## src/rtl/sync_serial_defs.svh

```systemverilog
/*
  Offsets, field positions, command codes and reset values of the
  synchronous serial buffer controller.
  Assumes inclusion by bare name from rtl/.
*/
// How it works
// stopping on the terminating character sets not-busy (bit 7) and drops RTS.
// interrupt level 6 is requested exactly while not-busy is set.
// ring flag (bit 0) follows Ring Indicator, set and clear.
// after init or device clear with ring low, ring flag reads clear.
// the terminating character ends transmission; current address stays on that character.
// transmit starts at buffer start; current address shows the stop position.
// seven-bit format sends data bits 6..0 plus odd parity.
// eight-bit format sends data bits 7..0 unchanged.
// software puts two SYN characters at the head of the transmit buffer.
// with Clear To Send low, no fetch; mark characters go out instead.
// received characters are stored only while carrier is present.
// the receive command clears not-busy for the whole reception.
// carrier strap fitted means carrier is always present.
// reception begins after two consecutive sync matches; any sync value works.
// sync characters used for alignment never enter the buffer.
// eight-bit receive stores every byte exactly as received.
// in eight-bit receive an ordinary byte is stored as plain data.
// a parity error while receiving sets character error (bit 5).
// init or device clear alone clears character error.
// seven-bit odd-parity receive captures every value 00..7f.
// transmit clears not-busy, raises RTS, waits CTS, loads start, steps.
// init, device clear and terminating address set not-busy and drop RTS.
// link clocks are sampled and edge-detected in the host clock domain.
`ifndef SYNC_SERIAL_DEFS_SVH
`define SYNC_SERIAL_DEFS_SVH
`define OFS_FLAG       9'h000
`define OFS_CMD        9'h008
`define OFS_START      9'h00c
`define OFS_TERM_ADDR  9'h010
`define OFS_TERM_CHAR  9'h014
`define OFS_SYNC_CHAR  9'h018
`define OFS_CUR_ADDR   9'h01c
`define BIT_NOT_BUSY   7
`define BIT_CHAR_ERR   5
`define BIT_FMT8       3
`define BIT_RING       0
`define CMD_CLEAR      8'h01
`define CMD_RECEIVE    8'h02
`define CMD_TRANSMIT   8'h03
`define MARK_CHAR      8'hff
`define SYNC_RST       8'h16
`define TERM_CHAR_RST  8'h00
`define ADDR_RST       6'h00
`define SYNC_NEEDED    2'd2
`define LAST_BIT       3'd7
`endif

```

## src/rtl/sync_serial_pkg.sv

```systemverilog
/*
  Types of the synchronous serial buffer controller.
  Assumes nothing of its surroundings.
*/
package sync_serial_pkg;
  typedef enum logic [1:0] {TX_IDLE = 2'b00, TX_WAIT = 2'b01, TX_RUN = 2'b10} tx_state_t;
  typedef enum logic [1:0] {RX_IDLE = 2'b00, RX_HUNT = 2'b01, RX_SYNC = 2'b10, RX_DATA = 2'b11} rx_state_t;
  typedef enum logic [3:0] {
    SEL_NONE = 4'b0000, SEL_FLAG = 4'b0001, SEL_CMD = 4'b0010, SEL_START = 4'b0011,
    SEL_TERMA = 4'b0100, SEL_TERMC = 4'b0101, SEL_SYNC = 4'b0110, SEL_CUR = 4'b0111,
    SEL_BUF = 4'b1000
  } reg_sel_t;
endpackage : sync_serial_pkg
```

## src/rtl/sync_serial_buffer_controller.sv

```systemverilog
/*
  Synchronous serial buffer controller: AHB-Lite register slave, 64-byte
  buffer, USRT transmitter and sync-hunting receiver.
  Assumes link clocks far slower than clk; all link pins are asynchronous.
*/
// The address map and the AHB-Lite slave port were chosen for this implementation.
`timescale 1ns/100ps
`include "sync_serial_defs.svh"
module sync_serial_buffer_controller import sync_serial_pkg::*; (
  input  wire logic        clk,
  input  wire logic        reset_n,
  input  wire logic        ce,
  input  wire logic        hsel,
  input  wire logic [31:0] haddr,
  input  wire logic [1:0]  htrans,
  input  wire logic        hwrite,
  input  wire logic [2:0]  hsize,
  input  wire logic [31:0] hwdata,
  input  wire logic        hready,
  output logic             hreadyout,
  output logic [31:0]      hrdata,
  output logic             hresp,
  input  wire logic        txClk,
  input  wire logic        rxClk,
  input  wire logic        rxData,
  input  wire logic        cts,
  input  wire logic        carrierDetect,
  input  wire logic        ringIndicator,
  input  wire logic        carrierStrap,
  output logic             txData,
  output logic             rts,
  output logic             irqLevel6
);
  logic [7:0]  mem [0:63];
  logic [6:0]  metaReg, syncReg;
  logic        txClkPrev, rxClkPrev;
  logic        dWrReg;
  logic [8:0]  dAddrReg;
  logic [31:0] hrdataReg;
  logic        notBusyReg, rtsReg, charErrReg, ringReg, fmt8Reg;
  logic [5:0]  startReg, termAddrReg, curAddrReg;
  logic [7:0]  termCharReg, syncCharReg;
  tx_state_t   txStateReg;
  rx_state_t   rxStateReg;
  logic [7:0]  txShiftReg, rxShiftReg;
  logic [2:0]  txBitReg, rxBitReg;
  logic        txDataReg;
  logic [1:0]  syncCntReg;

  // address decode shared by read and write paths
  function automatic reg_sel_t selFor(input logic [8:0] a);
    reg_sel_t s;
    s = SEL_NONE;
    if (a[8]) s = SEL_BUF;
    else if (a == `OFS_FLAG) s = SEL_FLAG;
    else if (a == `OFS_CMD) s = SEL_CMD;
    else if (a == `OFS_START) s = SEL_START;
    else if (a == `OFS_TERM_ADDR) s = SEL_TERMA;
    else if (a == `OFS_TERM_CHAR) s = SEL_TERMC;
    else if (a == `OFS_SYNC_CHAR) s = SEL_SYNC;
    else if (a == `OFS_CUR_ADDR) s = SEL_CUR;
    return s;
  endfunction : selFor

  // line frame of a buffer byte: odd parity over bits 6..0, or all 8 bits
  function automatic logic [7:0] frameOf(input logic [7:0] b, input logic f8);
    return f8 ? b : {~^b[6:0], b[6:0]};
  endfunction : frameOf

  // two-stage synchronisers for every link pin, then edge detect on stage two
  always_ff @(posedge clk or negedge reset_n) begin
    if (!reset_n) begin
      metaReg   <= 7'h00;
      syncReg   <= 7'h00;
      txClkPrev <= 1'b0;
      rxClkPrev <= 1'b0;
    end else if (ce) begin
      metaReg   <= {txClk, rxClk, rxData, cts, carrierDetect, ringIndicator, carrierStrap};
      syncReg   <= metaReg;
      txClkPrev <= syncReg[6];
      rxClkPrev <= syncReg[5];
    end
  end

  logic txEdge, rxEdge, rxBit, ctsSync, carrierOk, ringSync;
  assign txEdge    = ce & syncReg[6] & ~txClkPrev;
  assign rxEdge    = ce & syncReg[5] & ~rxClkPrev;
  assign rxBit     = syncReg[4];
  assign ctsSync   = syncReg[3];
  assign carrierOk = syncReg[2] | syncReg[0];
  assign ringSync  = syncReg[1];

  // bus decode
  logic     addrPhase, wrFlag, wrCmd, wrBuf;
  reg_sel_t aSel, dSel;
  logic [7:0] cmdVal;
  assign addrPhase = ce & hsel & hready & htrans[1];
  assign aSel      = selFor(haddr[8:0]);
  assign dSel      = selFor(dAddrReg);
  assign cmdVal    = hwdata[7:0];
  assign wrFlag    = dWrReg && dSel == SEL_FLAG;
  assign wrCmd     = dWrReg && dSel == SEL_CMD;
  assign wrBuf     = dWrReg && dSel == SEL_BUF;

  logic txStart, rxStart, devClr;
  assign txStart = wrCmd && cmdVal == `CMD_TRANSMIT;
  assign rxStart = wrCmd && cmdVal == `CMD_RECEIVE;
  assign devClr  = wrCmd && cmdVal == `CMD_CLEAR;

  // read value, taken in the address phase so hrdata is a flop
  logic [7:0]  flagByte;
  logic [31:0] readValue;
  assign flagByte = {notBusyReg, 1'b0, charErrReg, 1'b0, fmt8Reg, 2'b00, ringReg};
  always_comb begin
    readValue = 32'h0000_0000;
    case (aSel)
      SEL_FLAG:  readValue[7:0] = flagByte;
      SEL_START: readValue[5:0] = startReg;
      SEL_TERMA: readValue[5:0] = termAddrReg;
      SEL_TERMC: readValue[7:0] = termCharReg;
      SEL_SYNC:  readValue[7:0] = syncCharReg;
      SEL_CUR:   readValue[5:0] = curAddrReg;
      SEL_BUF:   readValue[7:0] = mem[haddr[7:2]];
      default:   readValue = 32'h0000_0000;
    endcase
  end

  // bus phase registers
  always_ff @(posedge clk or negedge reset_n) begin
    if (!reset_n) begin
      dWrReg    <= 1'b0;
      dAddrReg  <= 9'h000;
      hrdataReg <= 32'h0000_0000;
    end else if (ce) begin
      dWrReg   <= addrPhase & hwrite;
      dAddrReg <= haddr[8:0];
      if (addrPhase && !hwrite) hrdataReg <= readValue;
    end
  end
  assign hreadyout = 1'b1;
  assign hresp     = 1'b0;
  assign hrdata    = hrdataReg;

  // software configuration registers; flag write port holds the format bit
  always_ff @(posedge clk or negedge reset_n) begin
    if (!reset_n) begin
      fmt8Reg     <= 1'b0;
      startReg    <= `ADDR_RST;
      termAddrReg <= `ADDR_RST;
      termCharReg <= `TERM_CHAR_RST;
      syncCharReg <= `SYNC_RST;
    end else if (ce && dWrReg) begin
      if (wrFlag) fmt8Reg <= hwdata[`BIT_FMT8];
      if (dSel == SEL_START) startReg <= hwdata[5:0];
      if (dSel == SEL_TERMA) termAddrReg <= hwdata[5:0];
      if (dSel == SEL_TERMC) termCharReg <= hwdata[7:0];
      if (dSel == SEL_SYNC) syncCharReg <= hwdata[7:0];
    end
  end

  // transmit side: fetch decision at each character boundary
  logic [7:0] fetchByte, rxWin, rxByte;
  logic charLoad, fetch, termHit, txAdv, txGo, txDone;
  assign fetchByte = mem[curAddrReg];
  assign charLoad  = txEdge && txBitReg == `LAST_BIT;
  assign fetch     = charLoad && txStateReg == TX_RUN && ctsSync;
  assign termHit   = fetchByte == termCharReg;
  assign txGo      = ce && txStateReg == TX_WAIT && ctsSync;
  assign txDone    = fetch && (termHit || curAddrReg == termAddrReg);
  assign txAdv     = fetch && !txDone;

  // transmit shifter, LSB first, marks whenever nothing is fetched
  always_ff @(posedge clk or negedge reset_n) begin
    if (!reset_n) begin
      txShiftReg <= `MARK_CHAR;
      txBitReg   <= 3'd0;
      txDataReg  <= 1'b1;
    end else if (txEdge) begin
      txDataReg <= txShiftReg[0];
      txBitReg  <= txBitReg + 3'd1;
      if (charLoad)
        txShiftReg <= (fetch && !termHit) ? frameOf(fetchByte, fmt8Reg) : `MARK_CHAR;
      else
        txShiftReg <= {1'b1, txShiftReg[7:1]};
    end
  end
  assign txData = txDataReg;

  // transmit state and request to send
  always_ff @(posedge clk or negedge reset_n) begin
    if (!reset_n) begin
      txStateReg <= TX_IDLE;
      rtsReg     <= 1'b0;
    end else if (ce) begin
      if (devClr || txDone || rxStart) begin
        txStateReg <= TX_IDLE;
        rtsReg     <= 1'b0;
      end else if (txStart) begin
        txStateReg <= TX_WAIT;
        rtsReg     <= 1'b1;
      end else if (txGo) begin
        txStateReg <= TX_RUN;
      end
    end
  end
  assign rts = rtsReg;

  // receive side: sliding window, character boundary after sync
  logic charDone, syncHit, rxStore, rxDone, rxAdv, parityBad;
  assign rxWin     = {rxBit, rxShiftReg[7:1]};
  assign syncHit   = rxWin == syncCharReg;
  assign charDone  = rxEdge && rxBitReg == `LAST_BIT;
  assign rxStore   = charDone && rxStateReg == RX_DATA && carrierOk;
  assign rxByte    = fmt8Reg ? rxWin : {1'b0, rxWin[6:0]};
  assign parityBad = !fmt8Reg && !(^rxWin);
  assign rxDone    = rxStore && curAddrReg == termAddrReg;
  assign rxAdv     = rxStore && !rxDone;

  // receive shifter and acquisition state
  always_ff @(posedge clk or negedge reset_n) begin
    if (!reset_n) begin
      rxShiftReg <= 8'h00;
      rxBitReg   <= 3'd0;
      syncCntReg <= 2'd0;
      rxStateReg <= RX_IDLE;
    end else if (ce) begin
      if (rxEdge) begin
        rxShiftReg <= rxWin;
        rxBitReg   <= rxBitReg + 3'd1;
      end
      if (devClr || rxDone || txStart) begin
        rxStateReg <= RX_IDLE;
      end else if (rxStart) begin
        rxStateReg <= RX_HUNT;
        syncCntReg <= 2'd0;
      end else if (rxEdge) begin
        case (rxStateReg)
          RX_HUNT: if (syncHit) begin                 // bit-by-bit hunt aligns the frame
            rxStateReg <= RX_SYNC;
            syncCntReg <= 2'd1;
            rxBitReg   <= 3'd0;
          end
          RX_SYNC: if (charDone) begin
            if (!syncHit) rxStateReg <= RX_HUNT;
            else if (syncCntReg + 2'd1 == `SYNC_NEEDED) rxStateReg <= RX_DATA;
            else syncCntReg <= syncCntReg + 2'd1;
          end
          default: rxStateReg <= rxStateReg;
        endcase
      end
    end
  end

  // shared status: not busy, character error, ring, current address
  always_ff @(posedge clk or negedge reset_n) begin
    if (!reset_n) begin
      notBusyReg <= 1'b1;
      charErrReg <= 1'b0;
      ringReg    <= 1'b0;
      curAddrReg <= `ADDR_RST;
    end else if (ce) begin
      ringReg <= ringSync;
      if (devClr || txDone || rxDone) notBusyReg <= 1'b1;
      else if (txStart || rxStart) notBusyReg <= 1'b0;
      if (rxStore && parityBad) charErrReg <= 1'b1;
      else if (devClr) charErrReg <= 1'b0;
      if (txGo || rxStart) curAddrReg <= startReg;
      else if (txAdv || rxAdv) curAddrReg <= curAddrReg + 6'd1;
    end
  end
  assign irqLevel6 = notBusyReg;

  // buffer memory: receiver store wins over a bus write in the same cycle
  always_ff @(posedge clk) begin
    if (ce) begin
      if (wrBuf) mem[dAddrReg[7:2]] <= hwdata[7:0];
      if (rxStore) mem[curAddrReg] <= rxByte;
    end
  end
endmodule : sync_serial_buffer_controller

```

## config.mk

```make
export PLATFORM = sky130hd
export DESIGN_NAME = sync_serial_buffer_controller
export DESIGN_NICKNAME = d
export VERILOG_FILES = /design/src/rtl/sync_serial_pkg.sv /design/src/rtl/sync_serial_buffer_controller.sv
export VERILOG_INCLUDE_DIRS = /design/src /design/src/rtl
export SDC_FILE = /design/constraint.sdc
export NUM_CORES = 1
export LEC_CHECK = 0
export ABC_AREA = 0
export BUFFER_PORTS_ARGS = -buffer_cell sky130_fd_sc_hd__buf_2
export CORE_UTILIZATION = 57
export DETAILED_ROUTE_END_ITERATION = 7
export PLACE_DENSITY = 0.76
export SYNTH_ARGS = -nofsm -noshare
export SYNTH_HDL_FRONTEND = slang
export SYNTH_SLANG_ARGS = --single-unit
```

## constraint.sdc

```tcl
create_clock -name clk -period 3 [get_ports clk]
set_input_delay 0.75 -clock clk [delete_from_list [all_inputs] [get_ports clk]]
set_output_delay 0.75 -clock clk [all_outputs]
set_load 0.03 [all_outputs]
```

==> impl_results.md <==
* CTS tree: built
* Worst hold path type: in2async
* GPL Wtd Cong at ~1.0
* Critical path, cell by cell: buf_12, buf_6, mux4_2, a22o_1, a222oi_1, and4_1, a21oi_1, nor4b_4, buf_4, nand4_4, buf_12, a311oi_2, a21o_1
* Post-synthesis sequential area ratio at ~49%
* Routed Antenna Nets at 0
* Most Frequent Cell on Critical Path: buf_12
* Fin Hold WS at roughly 0.2 ns
* Clock Latency Late Sink at between 0.6 and 0.7 ns
* Power, Total at around 22 mW
* Ys async rst share at 16.5%
* Slowest CP cell: dfrtp_4
* R2r setup slk at -0.59 ns
* Dpl ws at -0.783 ns
* Largest net degree at the start of global routing at 70
* Nets at a little over 3,000
* FILL cells at 4,330
* Worst-margin pin slew at around 1.1 ns
* CTS max path bufs at 3
* Buf/Inv on CP at 4
* Post-Syn Area at 0.0364 mm^2
* Clk root buf: clkbuf_16
* Setup total negative slack at -9.12 ns
* Vias in the first global route at roughly 26,000
* Crit. End Element: flip-flop
* Max VDD drop at about 0.53 mV
* Post-synth EDFFs at between 500 and 600
* Pre-Repair DR Iteration Count at 8
* Die area at ~0.065 mm^2
* Core region area at between 0.06 and 0.07 mm^2
* Rows at 92
* Critical Path RT at about 3.6 ns
* Commonest non-fill, non-tap cell in the layout: edfxtp_1
* Initial core utilization at 57.8%
* Total routed wirelength at around 130,000 um
* Rel. slew slack at 29.1%
* Area delta synth->final at 19.9%
* TritonCTS Buffers at between 60 and 70
* Global-route wire length before repair at about 190,000 um
* Cell area after layout at ~0.044 mm^2
* Status: finished, violations left
* Most frequent cells in the layout: 512 x edfxtp_1, 492 x mux2_2, 392 x buf_4, 302 x nand2_1, 255 x mux4_2
* Period utilisation layout at 120%
* FMAX at roughly 280 MHz
* Top_reg_cell synth: edfxtp_1
* CTS Sinks at ~600
* Largest stage delay on the critical path at roughly 0.50 ns
* Mapped Avg Cell Area at between 10 and 15 um^2
* Die Ht at 255 um
* Synthesis Warnings at 0
* Vias per cell at around 7
* Startpoint Class: flip-flop
* Final worst slack at -0.586 ns
* CP arrival at slightly above 4 ns
* Wire length per cell at 33.8 um
* Antenna violations before repair at 11
* Reg-to-Reg End: txShiftReg[4]$_DFFE_PN1P_
* Final setup vio count at 18
* Worst reg2reg path depth at 13
* H-tree levels at 3
* Max_cap viols at 0
* Port Buffers at 41
* Mapped Cells at ~2,600
* LEAKAGE at 16.4 nW
* Overall Global Routing Usage at 40.5%
* Setup Skew at 0.0242 ns
* Top cell family by delay on the critical path: compound AO/OA/AOI/OAI gates
* Post-place instance area at roughly 0.04 mm^2
* Final min period at 3.59 ns
* Grt total ovfl at 0
* Post-synthesis register bit count at between 600 and 700
* Fraction of layout cells with a size suffix above 1 at about half
* PwrDens at approximately 510 mW/mm^2
* CTS Hold Bufs at 0
* Pins Over Slew Limit at 0
* Die Width at approximately 250 um
* RSZ-0062 raised after global routing: yes
* DP Wirelength at 90,900 um
* Distinct cells, synth at between 70 and 80
* Detailed-route DRC error count at 5
* Clk pin slew, worst setup/hold paths at around 0.060 ns
* Critical path class: reg2reg
* Worst R2R Start: curAddrReg[0]$_DFFE_PN0P_
* Io pins at 119
* DRT iter0 DRCs at around 3,600
* CP max FO at 6
* Failing checks: design-rule violations, negative setup slack
* Routed vias at about 27,000
* Hold Fails Final Rpt at 0
## sequential cells by signal (all words and copies together), names as in the netlist, 3 cells and up, named ones only
register	cells
syncReg	7
termAddrReg	6
dAddrReg	9
curAddrReg	6
txShiftReg	8
mem	512
rxShiftReg	7
termCharReg	8
txBitReg	3
syncCharReg	8
metaReg	7
hrdata	8
startReg	6
## worst max-delay path by stage
stage	from	endpoint	slack [ns]	depth (start not counted)
after floorplan	ce	mem[59][0]$_DFFE_PP_	-0.13	8
after global placement	curAddrReg[0]$_DFFE_PN0P_	irqLevel6$_DFFE_PN1P_	-0.71	10
after detailed placement	curAddrReg[0]$_DFFE_PN0P_	curAddrReg[1]$_DFFE_PN0P_	-0.78	10
after CTS	curAddrReg[0]$_DFFE_PN0P_	txShiftReg[0]$_DFFE_PN1P_	-0.52	15
after global routing	curAddrReg[0]$_DFFE_PN0P_	txShiftReg[4]$_DFFE_PN1P_	-0.70	14
final	curAddrReg[0]$_DFFE_PN0P_	txShiftReg[4]$_DFFE_PN1P_	-0.59	13
## worst register-to-register path, delay by kind of cell (launching register included)
kind / cells / cell delay, ns
compound gates: 5 / 1.09
buf+inv: 4 / 0.67
flops: 1 / 0.50
mux: 1 / 0.50
simple gates: 3 / 0.77
## what timing repair did
action                     CTS  global route
setup endpoints to repair   97            42
resized for setup           39             9
pin swaps                   16             6
buffers inserted            13             3
cloned                       2             0
## metal layers
layer	track usage, %	part of all wire (%)	vias to the layer above	wire (um)
li1	-	-	10897	-
met1	52.9	36	13627	46300
met2	62.9	46	1855	59900
met3	10.7	12	405	15500
met4	19.7	5.9	18	7590
met5	0	0.081	-	105
## kinds of logic (layout without fill, tap and decap cells)
| group | after synthesis | count (layout) | share of synthesized area (%) |
|---|---|---|---|
| AO/OA/AOI/OAI | 306 | 306 | 5.38 |
| multiplexers | 832 | 832 | 33.7 |
| buffers and inverters | 294 | 655 | 3.77 |
| flip-flops | 613 | 613 | 49.2 |
| AND/OR/NAND/NOR | 512 | 512 | 6.84 |
| other | 2 | 29 | 0.0206 |
| adder cells (fa/ha/maj) | 9 | 9 | 0.309 |
| XOR/XNOR | 32 | 32 | 0.807 |
## synthesized netlist by cell type (17+ instances only)
cell	number	area share, %
a21oi_1	22	0.30
a22o_1	17	0.41
a22oi_1	45	0.93
buf_1	30	0.31
buf_4	29	0.60
clkbuf_1	185	1.9
dfrtp_1	88	6.0
edfxtp_1	512	42
inv_1	19	0.20
mux2_2	492	15
mux2i_1	76	2.1
mux4_2	253	16
nand2_1	303	3.1
nand3_1	29	0.40
nor2_1	38	0.39
nor3_1	22	0.30
o21ai_0	141	1.9
xnor2_1	18	0.43
## metrics by stage
step | util (%) | cells
2_1_floorplan | - | 2624
3_3_place_gp | 65.0 | 3690
4_1_cts | 69.1 | 3828
3_5_place_dp | 65.0 | 3690
5_1_grt | 69.2 | 3831
6_report | 69.3 | 3834
## layout make-up
type	instances	area [um^2]	share of cell area (%)
clock inverters	33	402	0.919
well taps	846	1060	2.42
repair buffers	512	4730	10.8
flip-flops and latches	613	17900	41.1
diodes	3	7.51	0.0172
inverters	20	75.1	0.172
multi-input cells	1717	17600	40.3
clock buffers	90	1870	4.28
## power breakdown
group / switching, mW / total (mW) / internal [mW]
Combinational: 2.63 / 3.94 / 1.31
Sequential: 0.142 / 9.60 / 9.46
Clock: 3.59 / 8.69 / 5.10
Total: 6.36 / 22.2 / 15.9
(Power assumes the default switching activity.)
